$ cat src/dewc_pkg.sv
// Shared constants and types for the data EEPROM erase and write controller.
// What this block does and what software must do
// [RULE_01] Page mode erase works on one 16-byte page at a time.
// [RULE_02] Power-on reset empties the internal page buffer.
// [RULE_03] wipe_enable falling clears the page buffer; rising leaves it alone.
// [RULE_04] Page erase data writes bump the low 4 address bits, never the page bits.
// [RULE_05] In-page address stops at 0FH and never wraps.
// [RULE_06] Each erase-setup data write tags the current address for erasure.
// [RULE_07] Software sets wipe_enable, then wipe_trigger in the very next instruction.
// [RULE_08] Software should mask global interrupts around cycle activation.
// [RULE_09] Cycle lengths come from a timer asynchronous to the system clock.
// [RULE_10] Erase end clears wipe_trigger first, then wipe_enable.
// [RULE_11] Erased page locations read back as zero.
// [RULE_12] Byte write: load address and data, set program_enable, then program_go.
// [RULE_13] program_go without program_enable starts nothing.
// [RULE_14] Write end clears program_go first, then program_enable.
// [RULE_15] A byte write erases the target byte before programming it.
// [RULE_16] Software erases a page before page-writing it.
// [RULE_17] program_enable falling clears the page buffer; rising does not.
// [RULE_18] Page write data goes to the buffer at the in-page address, then increments.
// [RULE_19] Page write data after the address saturates is ignored.
// [RULE_20] Every cycle end sets nvm_irq_flag and the multi-function flag.
// [RULE_21] Vector only with all three enables set and the stack not full.
// [RULE_22] Servicing clears only the multi-function flag and global enable.
// [RULE_23] wipe_trigger without wipe_enable has no effect.
// [RULE_24] Address register holds 7 bits; bit 7 reads zero.
// [RULE_25] Busy holds until the synchronised timer completion arrives.
package dewc_pkg;

  localparam int ADDR_W     = 7;
  localparam int PAGE_W     = 4;
  localparam int PAGE_BYTES = 16;
  localparam int MEM_BYTES  = 128;
  localparam int TICK_W     = 8;

  localparam int CTL_WIPE_ENABLE = 6;
  localparam int CTL_ER   = 5;
  localparam int CTL_MODE = 4;
  localparam int CTL_PROGRAM_ENABLE = 3;
  localparam int CTL_WR   = 2;

  localparam logic [7:0]        ADDR_RST     = 8'h00;
  localparam logic [7:0]        DATA_RST     = 8'h00;
  localparam logic [7:0]        ERASED_VALUE = 8'h00;
  localparam logic [PAGE_W-1:0] PAGE_LAST    = 4'hF;

  // Cycle lengths in ticks of the slow asynchronous timer clock.
  localparam logic [TICK_W-1:0] ERASE_TICKS = 8'h04;
  localparam logic [TICK_W-1:0] WRITE_TICKS = 8'h04;

  typedef enum logic [2:0] {
    DEWC_IDLE,
    DEWC_ERASE,
    DEWC_BERASE,
    DEWC_PROG,
    DEWC_CLOSE
  } dewc_state_t;

endpackage : dewc_pkg

$ cat src/dewc_timer_if.sv
// Start and completion handshake between the controller and its cycle timer.
interface dewc_timer_if;
  import dewc_pkg::*;
  logic              start;
  logic [TICK_W-1:0] length;
  logic              done;
  modport ctrl  (output start, output length, input done);
  modport timer (input start, input length, output done);
endinterface : dewc_timer_if

$ cat src/dewc_ctrl.sv
// Data EEPROM erase and write controller with page buffer and interrupt flags.
module dewc_ctrl
  import dewc_pkg::*;
#(
  parameter logic [TICK_W-1:0] EraseTicks = ERASE_TICKS,
  parameter logic [TICK_W-1:0] WriteTicks = WRITE_TICKS
) (
  // Clock and reset
  input  wire logic              clk_sys,
  input  wire logic              reset_n,
  // Register write strobes
  input  wire logic              addrWrite,
  input  wire logic [7:0]        addrWdata,
  input  wire logic              dataWrite,
  input  wire logic [7:0]        dataWdata,
  input  wire logic              ctrlWrite,
  input  wire logic [7:0]        ctrlWdata,
  // Register read-back
  output logic      [7:0]        nvmAddr,
  output logic      [7:0]        nvmData,
  output logic      [7:0]        nvmControl,
  output logic                   busy,
  // Slow timer clock
  input  wire logic              subClk,
  // Interrupt controls
  input  wire logic              nvmIrqEnable,
  input  wire logic              mfIrqEnable,
  input  wire logic              stackFull,
  input  wire logic              globalIrqSet,
  input  wire logic              globalIrqClear,
  input  wire logic              nvmIrqFlagClear,
  input  wire logic              irqAck,
  output logic                   nvmIrqFlag,
  output logic                   mfIrqFlag,
  output logic                   globalIrqEnable,
  output logic                   irqVector,
  // Array read-back
  input  wire logic [ADDR_W-1:0] readAddr,
  output logic      [7:0]        readData
);

  dewc_timer_if tmr ();

  dewc_cycle_timer u_timer (
    .clk_sys (clk_sys),
    .reset_n (reset_n),
    .subClk  (subClk),
    .tmr     (tmr.timer)
  );

  logic [7:0]        mem [MEM_BYTES];
  logic [7:0]        pageBuf_reg [PAGE_BYTES];
  logic [7:0]        pageBuf_next [PAGE_BYTES];
  logic [PAGE_BYTES-1:0] tag_reg, tag_next;

  dewc_state_t       state_reg, state_next;
  logic [ADDR_W-1:0] addr_reg, addr_next;
  logic [7:0]        data_reg, data_next;
  logic              mode_reg, mode_next;
  logic              wipeEn_reg, wipeEn_next;
  logic              wipeGo_reg, wipeGo_next;
  logic              progEn_reg, progEn_next;
  logic              progGo_reg, progGo_next;
  logic              pageFull_reg, pageFull_next;
  logic              closeWipe_reg, closeWipe_next;
  logic              nvmFlag_reg, nvmFlag_next;
  logic              mfFlag_reg, mfFlag_next;
  logic              gie_reg, gie_next;
  logic [7:0]        rd_reg, rd_next;
  logic              commitErase, commitPage, commitByte, bufClear;

  // Saturating in-page increment; the page bits are never touched.
  function automatic logic [ADDR_W-1:0] bump(input logic [ADDR_W-1:0] a);
    if (a[PAGE_W-1:0] == PAGE_LAST) begin
      bump = a; // RULE_05
    end else begin
      bump = {a[ADDR_W-1:PAGE_W], a[PAGE_W-1:0] + 4'h1}; // RULE_04
    end
  endfunction : bump

  always_comb begin
    state_next     = state_reg;
    addr_next      = addr_reg;
    data_next      = data_reg;
    mode_next      = mode_reg;
    wipeEn_next    = wipeEn_reg;
    wipeGo_next    = wipeGo_reg;
    progEn_next    = progEn_reg;
    progGo_next    = progGo_reg;
    pageFull_next  = pageFull_reg;
    closeWipe_next = closeWipe_reg;
    tag_next       = tag_reg;
    pageBuf_next   = pageBuf_reg;
    commitErase    = 1'b0;
    commitPage     = 1'b0;
    commitByte     = 1'b0;
    tmr.start      = 1'b0;
    tmr.length     = EraseTicks;
    case (state_reg)
      DEWC_IDLE: begin
        // Register changes during a cycle are ignored so a running cycle stays coherent.
        if (addrWrite) begin
          addr_next     = addrWdata[ADDR_W-1:0]; // RULE_24
          pageFull_next = 1'b0;
        end
        if (dataWrite) begin
          data_next = dataWdata;
          if (mode_reg && !pageFull_reg) begin // RULE_19
            pageBuf_next[addr_reg[PAGE_W-1:0]] = dataWdata; // RULE_18
            tag_next[addr_reg[PAGE_W-1:0]]     = 1'b1; // RULE_06
            if (addr_reg[PAGE_W-1:0] == PAGE_LAST) begin
              pageFull_next = 1'b1;
            end
            addr_next = bump(addr_reg);
          end
        end
        if (ctrlWrite) begin
          mode_next   = ctrlWdata[CTL_MODE];
          wipeEn_next = ctrlWdata[CTL_WIPE_ENABLE];
          progEn_next = ctrlWdata[CTL_PROGRAM_ENABLE];
          wipeGo_next = ctrlWdata[CTL_ER] & wipeEn_reg; // RULE_23
          progGo_next = ctrlWdata[CTL_WR] & progEn_reg; // RULE_13
          if (ctrlWdata[CTL_ER] && wipeEn_reg) begin
            closeWipe_next = 1'b1;
            tmr.start      = 1'b1;
            tmr.length     = EraseTicks;
            state_next     = DEWC_ERASE; // RULE_01
          end else if (ctrlWdata[CTL_WR] && progEn_reg) begin
            closeWipe_next = 1'b0;
            tmr.start      = 1'b1;
            if (mode_reg) begin
              tmr.length = WriteTicks;
              state_next = DEWC_PROG;
            end else begin
              tmr.length = EraseTicks;
              state_next = DEWC_BERASE; // RULE_15
            end
          end
        end
      end
      DEWC_ERASE: begin
        if (tmr.done) begin // RULE_25
          commitErase = 1'b1;
          wipeGo_next = 1'b0; // RULE_10
          state_next  = DEWC_CLOSE;
        end
      end
      DEWC_BERASE: begin
        if (tmr.done) begin
          tmr.start  = 1'b1;
          tmr.length = WriteTicks;
          state_next = DEWC_PROG;
        end
      end
      DEWC_PROG: begin
        if (tmr.done) begin
          commitPage  = mode_reg;
          commitByte  = ~mode_reg;
          progGo_next = 1'b0; // RULE_14
          state_next  = DEWC_CLOSE;
        end
      end
      DEWC_CLOSE: begin
        if (closeWipe_reg) begin
          wipeEn_next = 1'b0; // RULE_10
        end else begin
          progEn_next = 1'b0; // RULE_14
        end
        state_next = DEWC_IDLE;
      end
      default: begin
        state_next = DEWC_IDLE;
      end
    endcase
    bufClear = (wipeEn_reg & ~wipeEn_next) | (progEn_reg & ~progEn_next); // RULE_03 RULE_17
    if (bufClear) begin
      tag_next = '0;
      for (int i = 0; i < PAGE_BYTES; i++) begin
        pageBuf_next[i] = 8'h00;
      end
    end
  end

  always_ff @(posedge clk_sys or negedge reset_n) begin
    if (!reset_n) begin
      state_reg     <= DEWC_IDLE;
      addr_reg      <= ADDR_RST[ADDR_W-1:0];
      data_reg      <= DATA_RST;
      mode_reg      <= 1'b0;
      wipeEn_reg    <= 1'b0;
      wipeGo_reg    <= 1'b0;
      progEn_reg    <= 1'b0;
      progGo_reg    <= 1'b0;
      pageFull_reg  <= 1'b0;
      closeWipe_reg <= 1'b0;
      tag_reg       <= '0; // RULE_02
      for (int i = 0; i < PAGE_BYTES; i++) begin
        pageBuf_reg[i] <= 8'h00; // RULE_02
      end
    end else begin
      state_reg     <= state_next;
      addr_reg      <= addr_next;
      data_reg      <= data_next;
      mode_reg      <= mode_next;
      wipeEn_reg    <= wipeEn_next;
      wipeGo_reg    <= wipeGo_next;
      progEn_reg    <= progEn_next;
      progGo_reg    <= progGo_next;
      pageFull_reg  <= pageFull_next;
      closeWipe_reg <= closeWipe_next;
      tag_reg       <= tag_next;
      pageBuf_reg   <= pageBuf_next;
    end
  end

  // The array is non-volatile, so it takes no reset.
  always_ff @(posedge clk_sys) begin
    for (int i = 0; i < PAGE_BYTES; i++) begin
      if (commitErase && tag_reg[i]) begin
        mem[{addr_reg[ADDR_W-1:PAGE_W], 4'(i)}] <= ERASED_VALUE; // RULE_11
      end
      if (commitPage && tag_reg[i]) begin
        mem[{addr_reg[ADDR_W-1:PAGE_W], 4'(i)}] <= pageBuf_reg[i];
      end
    end
    if (commitByte) begin
      mem[addr_reg] <= data_reg;
    end
  end

  // Interrupt flags: a hardware set wins over a clear in the same cycle.
  always_comb begin
    nvmFlag_next = (state_reg == DEWC_CLOSE) | (nvmFlag_reg & ~nvmIrqFlagClear); // RULE_20
    mfFlag_next  = (state_reg == DEWC_CLOSE) | (mfFlag_reg & ~irqAck); // RULE_22
    gie_next     = gie_reg;
    if (irqAck || globalIrqClear) begin
      gie_next = 1'b0; // RULE_22
    end
    if (globalIrqSet) begin
      gie_next = 1'b1;
    end
    rd_next = mem[readAddr];
  end

  always_ff @(posedge clk_sys or negedge reset_n) begin
    if (!reset_n) begin
      nvmFlag_reg <= 1'b0;
      mfFlag_reg  <= 1'b0;
      gie_reg     <= 1'b0;
      rd_reg      <= 8'h00;
    end else begin
      nvmFlag_reg <= nvmFlag_next;
      mfFlag_reg  <= mfFlag_next;
      gie_reg     <= gie_next;
      rd_reg      <= rd_next;
    end
  end

  assign nvmAddr         = {1'b0, addr_reg}; // RULE_24
  assign nvmData         = data_reg;
  assign nvmControl      = {1'b0, wipeEn_reg, wipeGo_reg, mode_reg,
                            progEn_reg, progGo_reg, 2'b00};
  assign busy            = (state_reg != DEWC_IDLE);
  assign nvmIrqFlag      = nvmFlag_reg;
  assign mfIrqFlag       = mfFlag_reg;
  assign globalIrqEnable = gie_reg;
  assign irqVector       = gie_reg & nvmIrqEnable & mfIrqEnable & mfFlag_reg
                           & ~stackFull; // RULE_21
  assign readData        = rd_reg;

endmodule : dewc_ctrl

$ cat src/dewc_cycle_timer.sv
// Cycle timer counting ticks of the asynchronous slow clock.
module dewc_cycle_timer
  import dewc_pkg::*;
(
  // System clock and reset
  input  wire logic   clk_sys,
  input  wire logic   reset_n,
  // Slow timer clock, asynchronous to clk_sys
  input  wire logic   subClk,
  // Handshake with the controller
  dewc_timer_if.timer tmr
);

  logic              sync1_reg, sync2_reg, sync3_reg;
  logic [TICK_W-1:0] cnt_reg, cnt_next;
  logic              run_reg, run_next;
  logic              done_reg, done_next;
  logic              tick;

  // Only the second stage reads the first; the edge is taken after stage two.
  assign tick     = sync2_reg & ~sync3_reg; // RULE_25
  assign tmr.done = done_reg;

  always_comb begin
    cnt_next  = cnt_reg;
    run_next  = run_reg;
    done_next = 1'b0;
    if (tmr.start) begin
      cnt_next = tmr.length;
      run_next = 1'b1;
    end else if (run_reg && tick) begin // RULE_09
      if (cnt_reg <= 8'h01) begin
        run_next  = 1'b0;
        done_next = 1'b1;
      end else begin
        cnt_next = cnt_reg - 8'h01;
      end
    end
  end

  always_ff @(posedge clk_sys or negedge reset_n) begin
    if (!reset_n) begin
      sync1_reg <= 1'b0;
      sync2_reg <= 1'b0;
      sync3_reg <= 1'b0;
      cnt_reg   <= '0;
      run_reg   <= 1'b0;
      done_reg  <= 1'b0;
    end else begin
      sync1_reg <= subClk;
      sync2_reg <= sync1_reg;
      sync3_reg <= sync2_reg;
      cnt_reg   <= cnt_next;
      run_reg   <= run_next;
      done_reg  <= done_next;
    end
  end

endmodule : dewc_cycle_timer

$ cat config.mk
export PLATFORM = sky130hd
export DESIGN_NAME = dewc_ctrl
export DESIGN_NICKNAME = d
export VERILOG_FILES = /design/src/dewc_pkg.sv /design/src/dewc_timer_if.sv /design/src/dewc_ctrl.sv /design/src/dewc_cycle_timer.sv
export SDC_FILE = /design/constraint.sdc
export NUM_CORES = 2
export LEC_CHECK = 0
export BUFFER_PORTS_ARGS = -buffer_cell sky130_fd_sc_hd__buf_4
export CAP_MARGIN = 15
export CORE_ASPECT_RATIO = 0.7
export CORE_UTILIZATION = 55
export CTS_BUF_LIST = sky130_fd_sc_hd__clkbuf_4
export DETAILED_ROUTE_END_ITERATION = 6
export GPL_ROUTABILITY_DRIVEN = 0
export PLACE_DENSITY = 0.82
export SLEW_MARGIN = 20
export SYNTH_ARGS = -nofsm -noshare
export SYNTH_HDL_FRONTEND = slang
export SYNTH_SLANG_ARGS = --single-unit
$ cat constraint.sdc
create_clock -name clk_sys -period 4.3 [get_ports clk_sys]
set_input_delay 0.86 -clock clk_sys [delete_from_list [all_inputs] [get_ports clk_sys]]
set_output_delay 0.86 -clock clk_sys [all_outputs]
set_load 0.01 [all_outputs]
==> results.json <==
{
  "outcome": "finished with violations",
  "violations": "DRC",
  "r2r_end": "mem[33][4]",
  "period_minus_slack_ns": 3.73,
  "largest_reg_flops": 1024,
  "yosysSeqAreaShare": 0.612,
  "clkTransAtPathRegs_ns": 0.07,
  "cp-start-kind": "flop",
  "die_y_um": 274,
  "reg2reg_depth": 3,
  "slew-limit-headroom": 0.200,
  "crit_path_max_incr_delay_ns": 0.71,
  "power.total_uw": 28700,
  "hpwlAfterDp_mm": 136,
  "worstSetupEndpoint": "busy",
  "synth-seq-cells": 1217,
  "critical_path_class": "reg2out",
  "finClkSkew_ns": 0.0911,
  "critPathLaunch": "state_reg[1]",
  "clockPowerShare": 0.330,
  "hold_start": "dataWdata[2]",
  "cts_tree": "done",
  "hold_violations": 0,
  "grt_pass1_vias": 42600,
  "final_cell_area_um2": 64800,
  "wl_per_cell_um": 29.7,
  "cp_slowest_cell": "nor3_4",
  "grt_start_max_net_pins": 97,
  "cts_root_buf": "clkbuf_4",
  "io_pins": 81,
  "grt_pass1_wl_mm": 285,
  "clk_latency_ns": 1.25,
  "placed_cells": 6221,
  "die_area_um2": 107000,
  "regToRegSetupSlack_ns": 0.60,
  "syn2layout_area_growth_pct": 11.5,
  "clock.fmax_ghz": 0.268,
  "pwr-share-seq": 0.496,
  "dr_total_vias": 44700,
  "numCtsBuffers": 300,
  "num-fill-cells": 7642,
  "start_util": 0.557,
  "crit_arrival_ns": 2.87,
  "path_max_fanout": 21,
  "ys.flop_type": "edfxtp_1",
  "power_density_nw_per_um2": 443,
  "synth_cell_types": 55,
  "tns_ns": 0,
  "netlist_area_um2": 58100,
  "antenna_found_initial": 9,
  "clk_path_buf_depth": 4,
  "p_sw_frac": 0.339,
  "yosys_warnings": 0,
  "timing.hold.ws_ns": 0.0904,
  "switchingPower_uw": 9720,
  "p_leak_uw": 0.0300,
  "postSynthCellCount": 4839,
  "drv_slew": 0,
  "final_nets": 5180,
  "io_buffers": 72,
  "finalWirelength_mm": 200,
  "htreeDepth": 5,
  "p_comb_frac": 0.173,
  "rows": 99,
  "placed_area_um2": 61100,
  "gr-usage-all-layers": 0.374,
  "ys_async_sr_fraction": 0.159,
  "antenna_left": 0,
  "worstPathCellList": "nor3_4 > inv_1 > buf_4",
  "finalNonFillerCells": 6727,
  "intPower_uw": 19000,
  "first_pass_iters": 7,
  "end_kind": "primary output",
  "cts_sinks": 1217,
  "die_x_um": 391,
  "period_share": 0.867,
  "vias_per_cell": 6.65,
  "finalSetupViolCount": 0,
  "grt_overflow": 0,
  "drc": 82,
  "worst_ep_required_time_ns": 3.44,
  "hold_path_class": "in2reg",
  "r2r_start": "addr_reg[4]",
  "rsz0062_at_grt": "no",
  "core_um2": 104000,
  "drt_iter0_drc": 9141,
  "drive_gt1_frac": 0.220,
  "tightest_slew_ns": 1.20,
  "synth_edf_count": 1024,
  "vdd_drop_max_mv": 0.962,
  "postSynthAreaPerCell_um2": 12.0,
  "cap_viol_max_count": 0
}
layout make-up:
type	instances	area, µm²	share of cell area
clock buffers	426	3200	0.0494
repair buffers	326	2710	0.0418
flip-flops and latches	1217	35600	0.550
clock inverters	51	277	0.00427
inverters	28	105	0.00162
well taps	1414	1770	0.0273
diodes	8	20.0	0.000309
multi-input cells	3257	21100	0.326
power groups by stage:
stage | clock (µW) | sequential [µW] | combinational (µW)
final | 9480 | 14200 | 4970
after global routing | 9970 | 14200 | 4950
after CTS | 9400 | 14100 | 4620
after detailed placement | 0 | 14300 | 4590
after global placement | 0 | 14300 | 4470
after floorplan | 0 | 13500 | 3240
worst min-delay path by stage:
stage,endpoint,depth (start not counted)
2_1_floorplan,u_timer.sync2_reg,0
3_3_place_gp,u_timer.sync2_reg,0
3_5_place_dp,u_timer.sync2_reg,0
4_1_cts,pageBuf_reg[82],3
5_1_grt,pageBuf_reg[94],3
6_report,pageBuf_reg[122],3
cell usage after synthesis (4+ instances only):
library cell | count | share of area
o22ai_1 | 4 | 0.00043
nor3_1 | 20 | 0.0017
dfrtp_1 | 193 | 0.083
a21oi_1 | 26 | 0.0022
o21ai_0 | 11 | 0.00095
nor2_1 | 138 | 0.0089
nand2_1 | 2209 | 0.14
nor4_2 | 42 | 0.0090
o21bai_1 | 131 | 0.017
edfxtp_1 | 1024 | 0.53
nand4_1 | 19 | 0.0020
nand3b_1 | 8 | 0.0010
nand4b_1 | 4 | 0.00060
buf_2 | 25 | 0.0022
nor4_1 | 87 | 0.0094
inv_1 | 28 | 0.0018
clkbuf_1 | 213 | 0.014
nand3_1 | 4 | 0.00034
buf_4 | 11 | 0.0014
mux2i_1 | 129 | 0.022
buf_1 | 86 | 0.0056
buf_6 | 5 | 0.00097
or3b_2 | 9 | 0.0014
mux4_2 | 336 | 0.13
or3_1 | 4 | 0.00043
mux2_2 | 19 | 0.0037
ha_1 | 6 | 0.0013
per-layer routing:
layer / vias up / wire, µm / share of wire / global-route usage
li1: 17900 / - / - / -
met1: 21100 / 65100 / 0.33 / 0.491
met2: 4912 / 77600 / 0.39 / 0.481
met3: 835 / 46900 / 0.23 / 0.238
met4: 18 / 9620 / 0.048 / 0.168
met5: - / 421 / 0.0021 / 0.0200
metrics by stage:
step                setup WS, ns   util
floorplan                  0.923      -
global placement           0.686  0.585
detailed placement         0.674  0.585
CTS                        0.163  0.620
global route               0.444  0.620
finish                     0.571  0.620
logic make-up after synthesis:
family | Yosys count | share of synthesized area
xor+xnor | 3 | 0.000452
flops | 1217 | 0.612
compound gates | 196 | 0.0239
buf+inv | 368 | 0.0257
mux | 484 | 0.156
other cells | 1 | 0.0000645
simple gates | 2564 | 0.180
fa+ha+maj | 6 | 0.00129
critical path: cells and delay by family, from the launching register on:
kind / cells / cell delay [ns]
and+or+nand+nor: 1 / 0.71
buffers and inverters: 2 / 0.44
DFF: 1 / 0.54
layout by cell type, fill, tap and decap left out, drive strengths merged, types with 4 or more instances in the layout:
cell type    instances
nor4               129
dfrtp              193
nand3                4
clkbuf             427
nand4               19
mux2                19
mux4               336
clkinv              45
inv                 31
dlygate4sd3         21
nand3b               8
o21ai               11
or3b                 9
o22ai                4
edfxtp            1024
diode                8
a21oi               26
ha                   6
nand4b               4
or3                  4
nor2               138
buf                304
conb                 4
mux2i              129
nand2             2209
o21bai             131
nor3                20
repair_timing:
item / in CTS / in global routing
hold buffers: 21 / 0
hold endpoints to repair: 116 / 0
setup buffers: 0 / 0
resized for setup: 0 / 0
No activity file was read; power rests on OpenSTA's default activity.
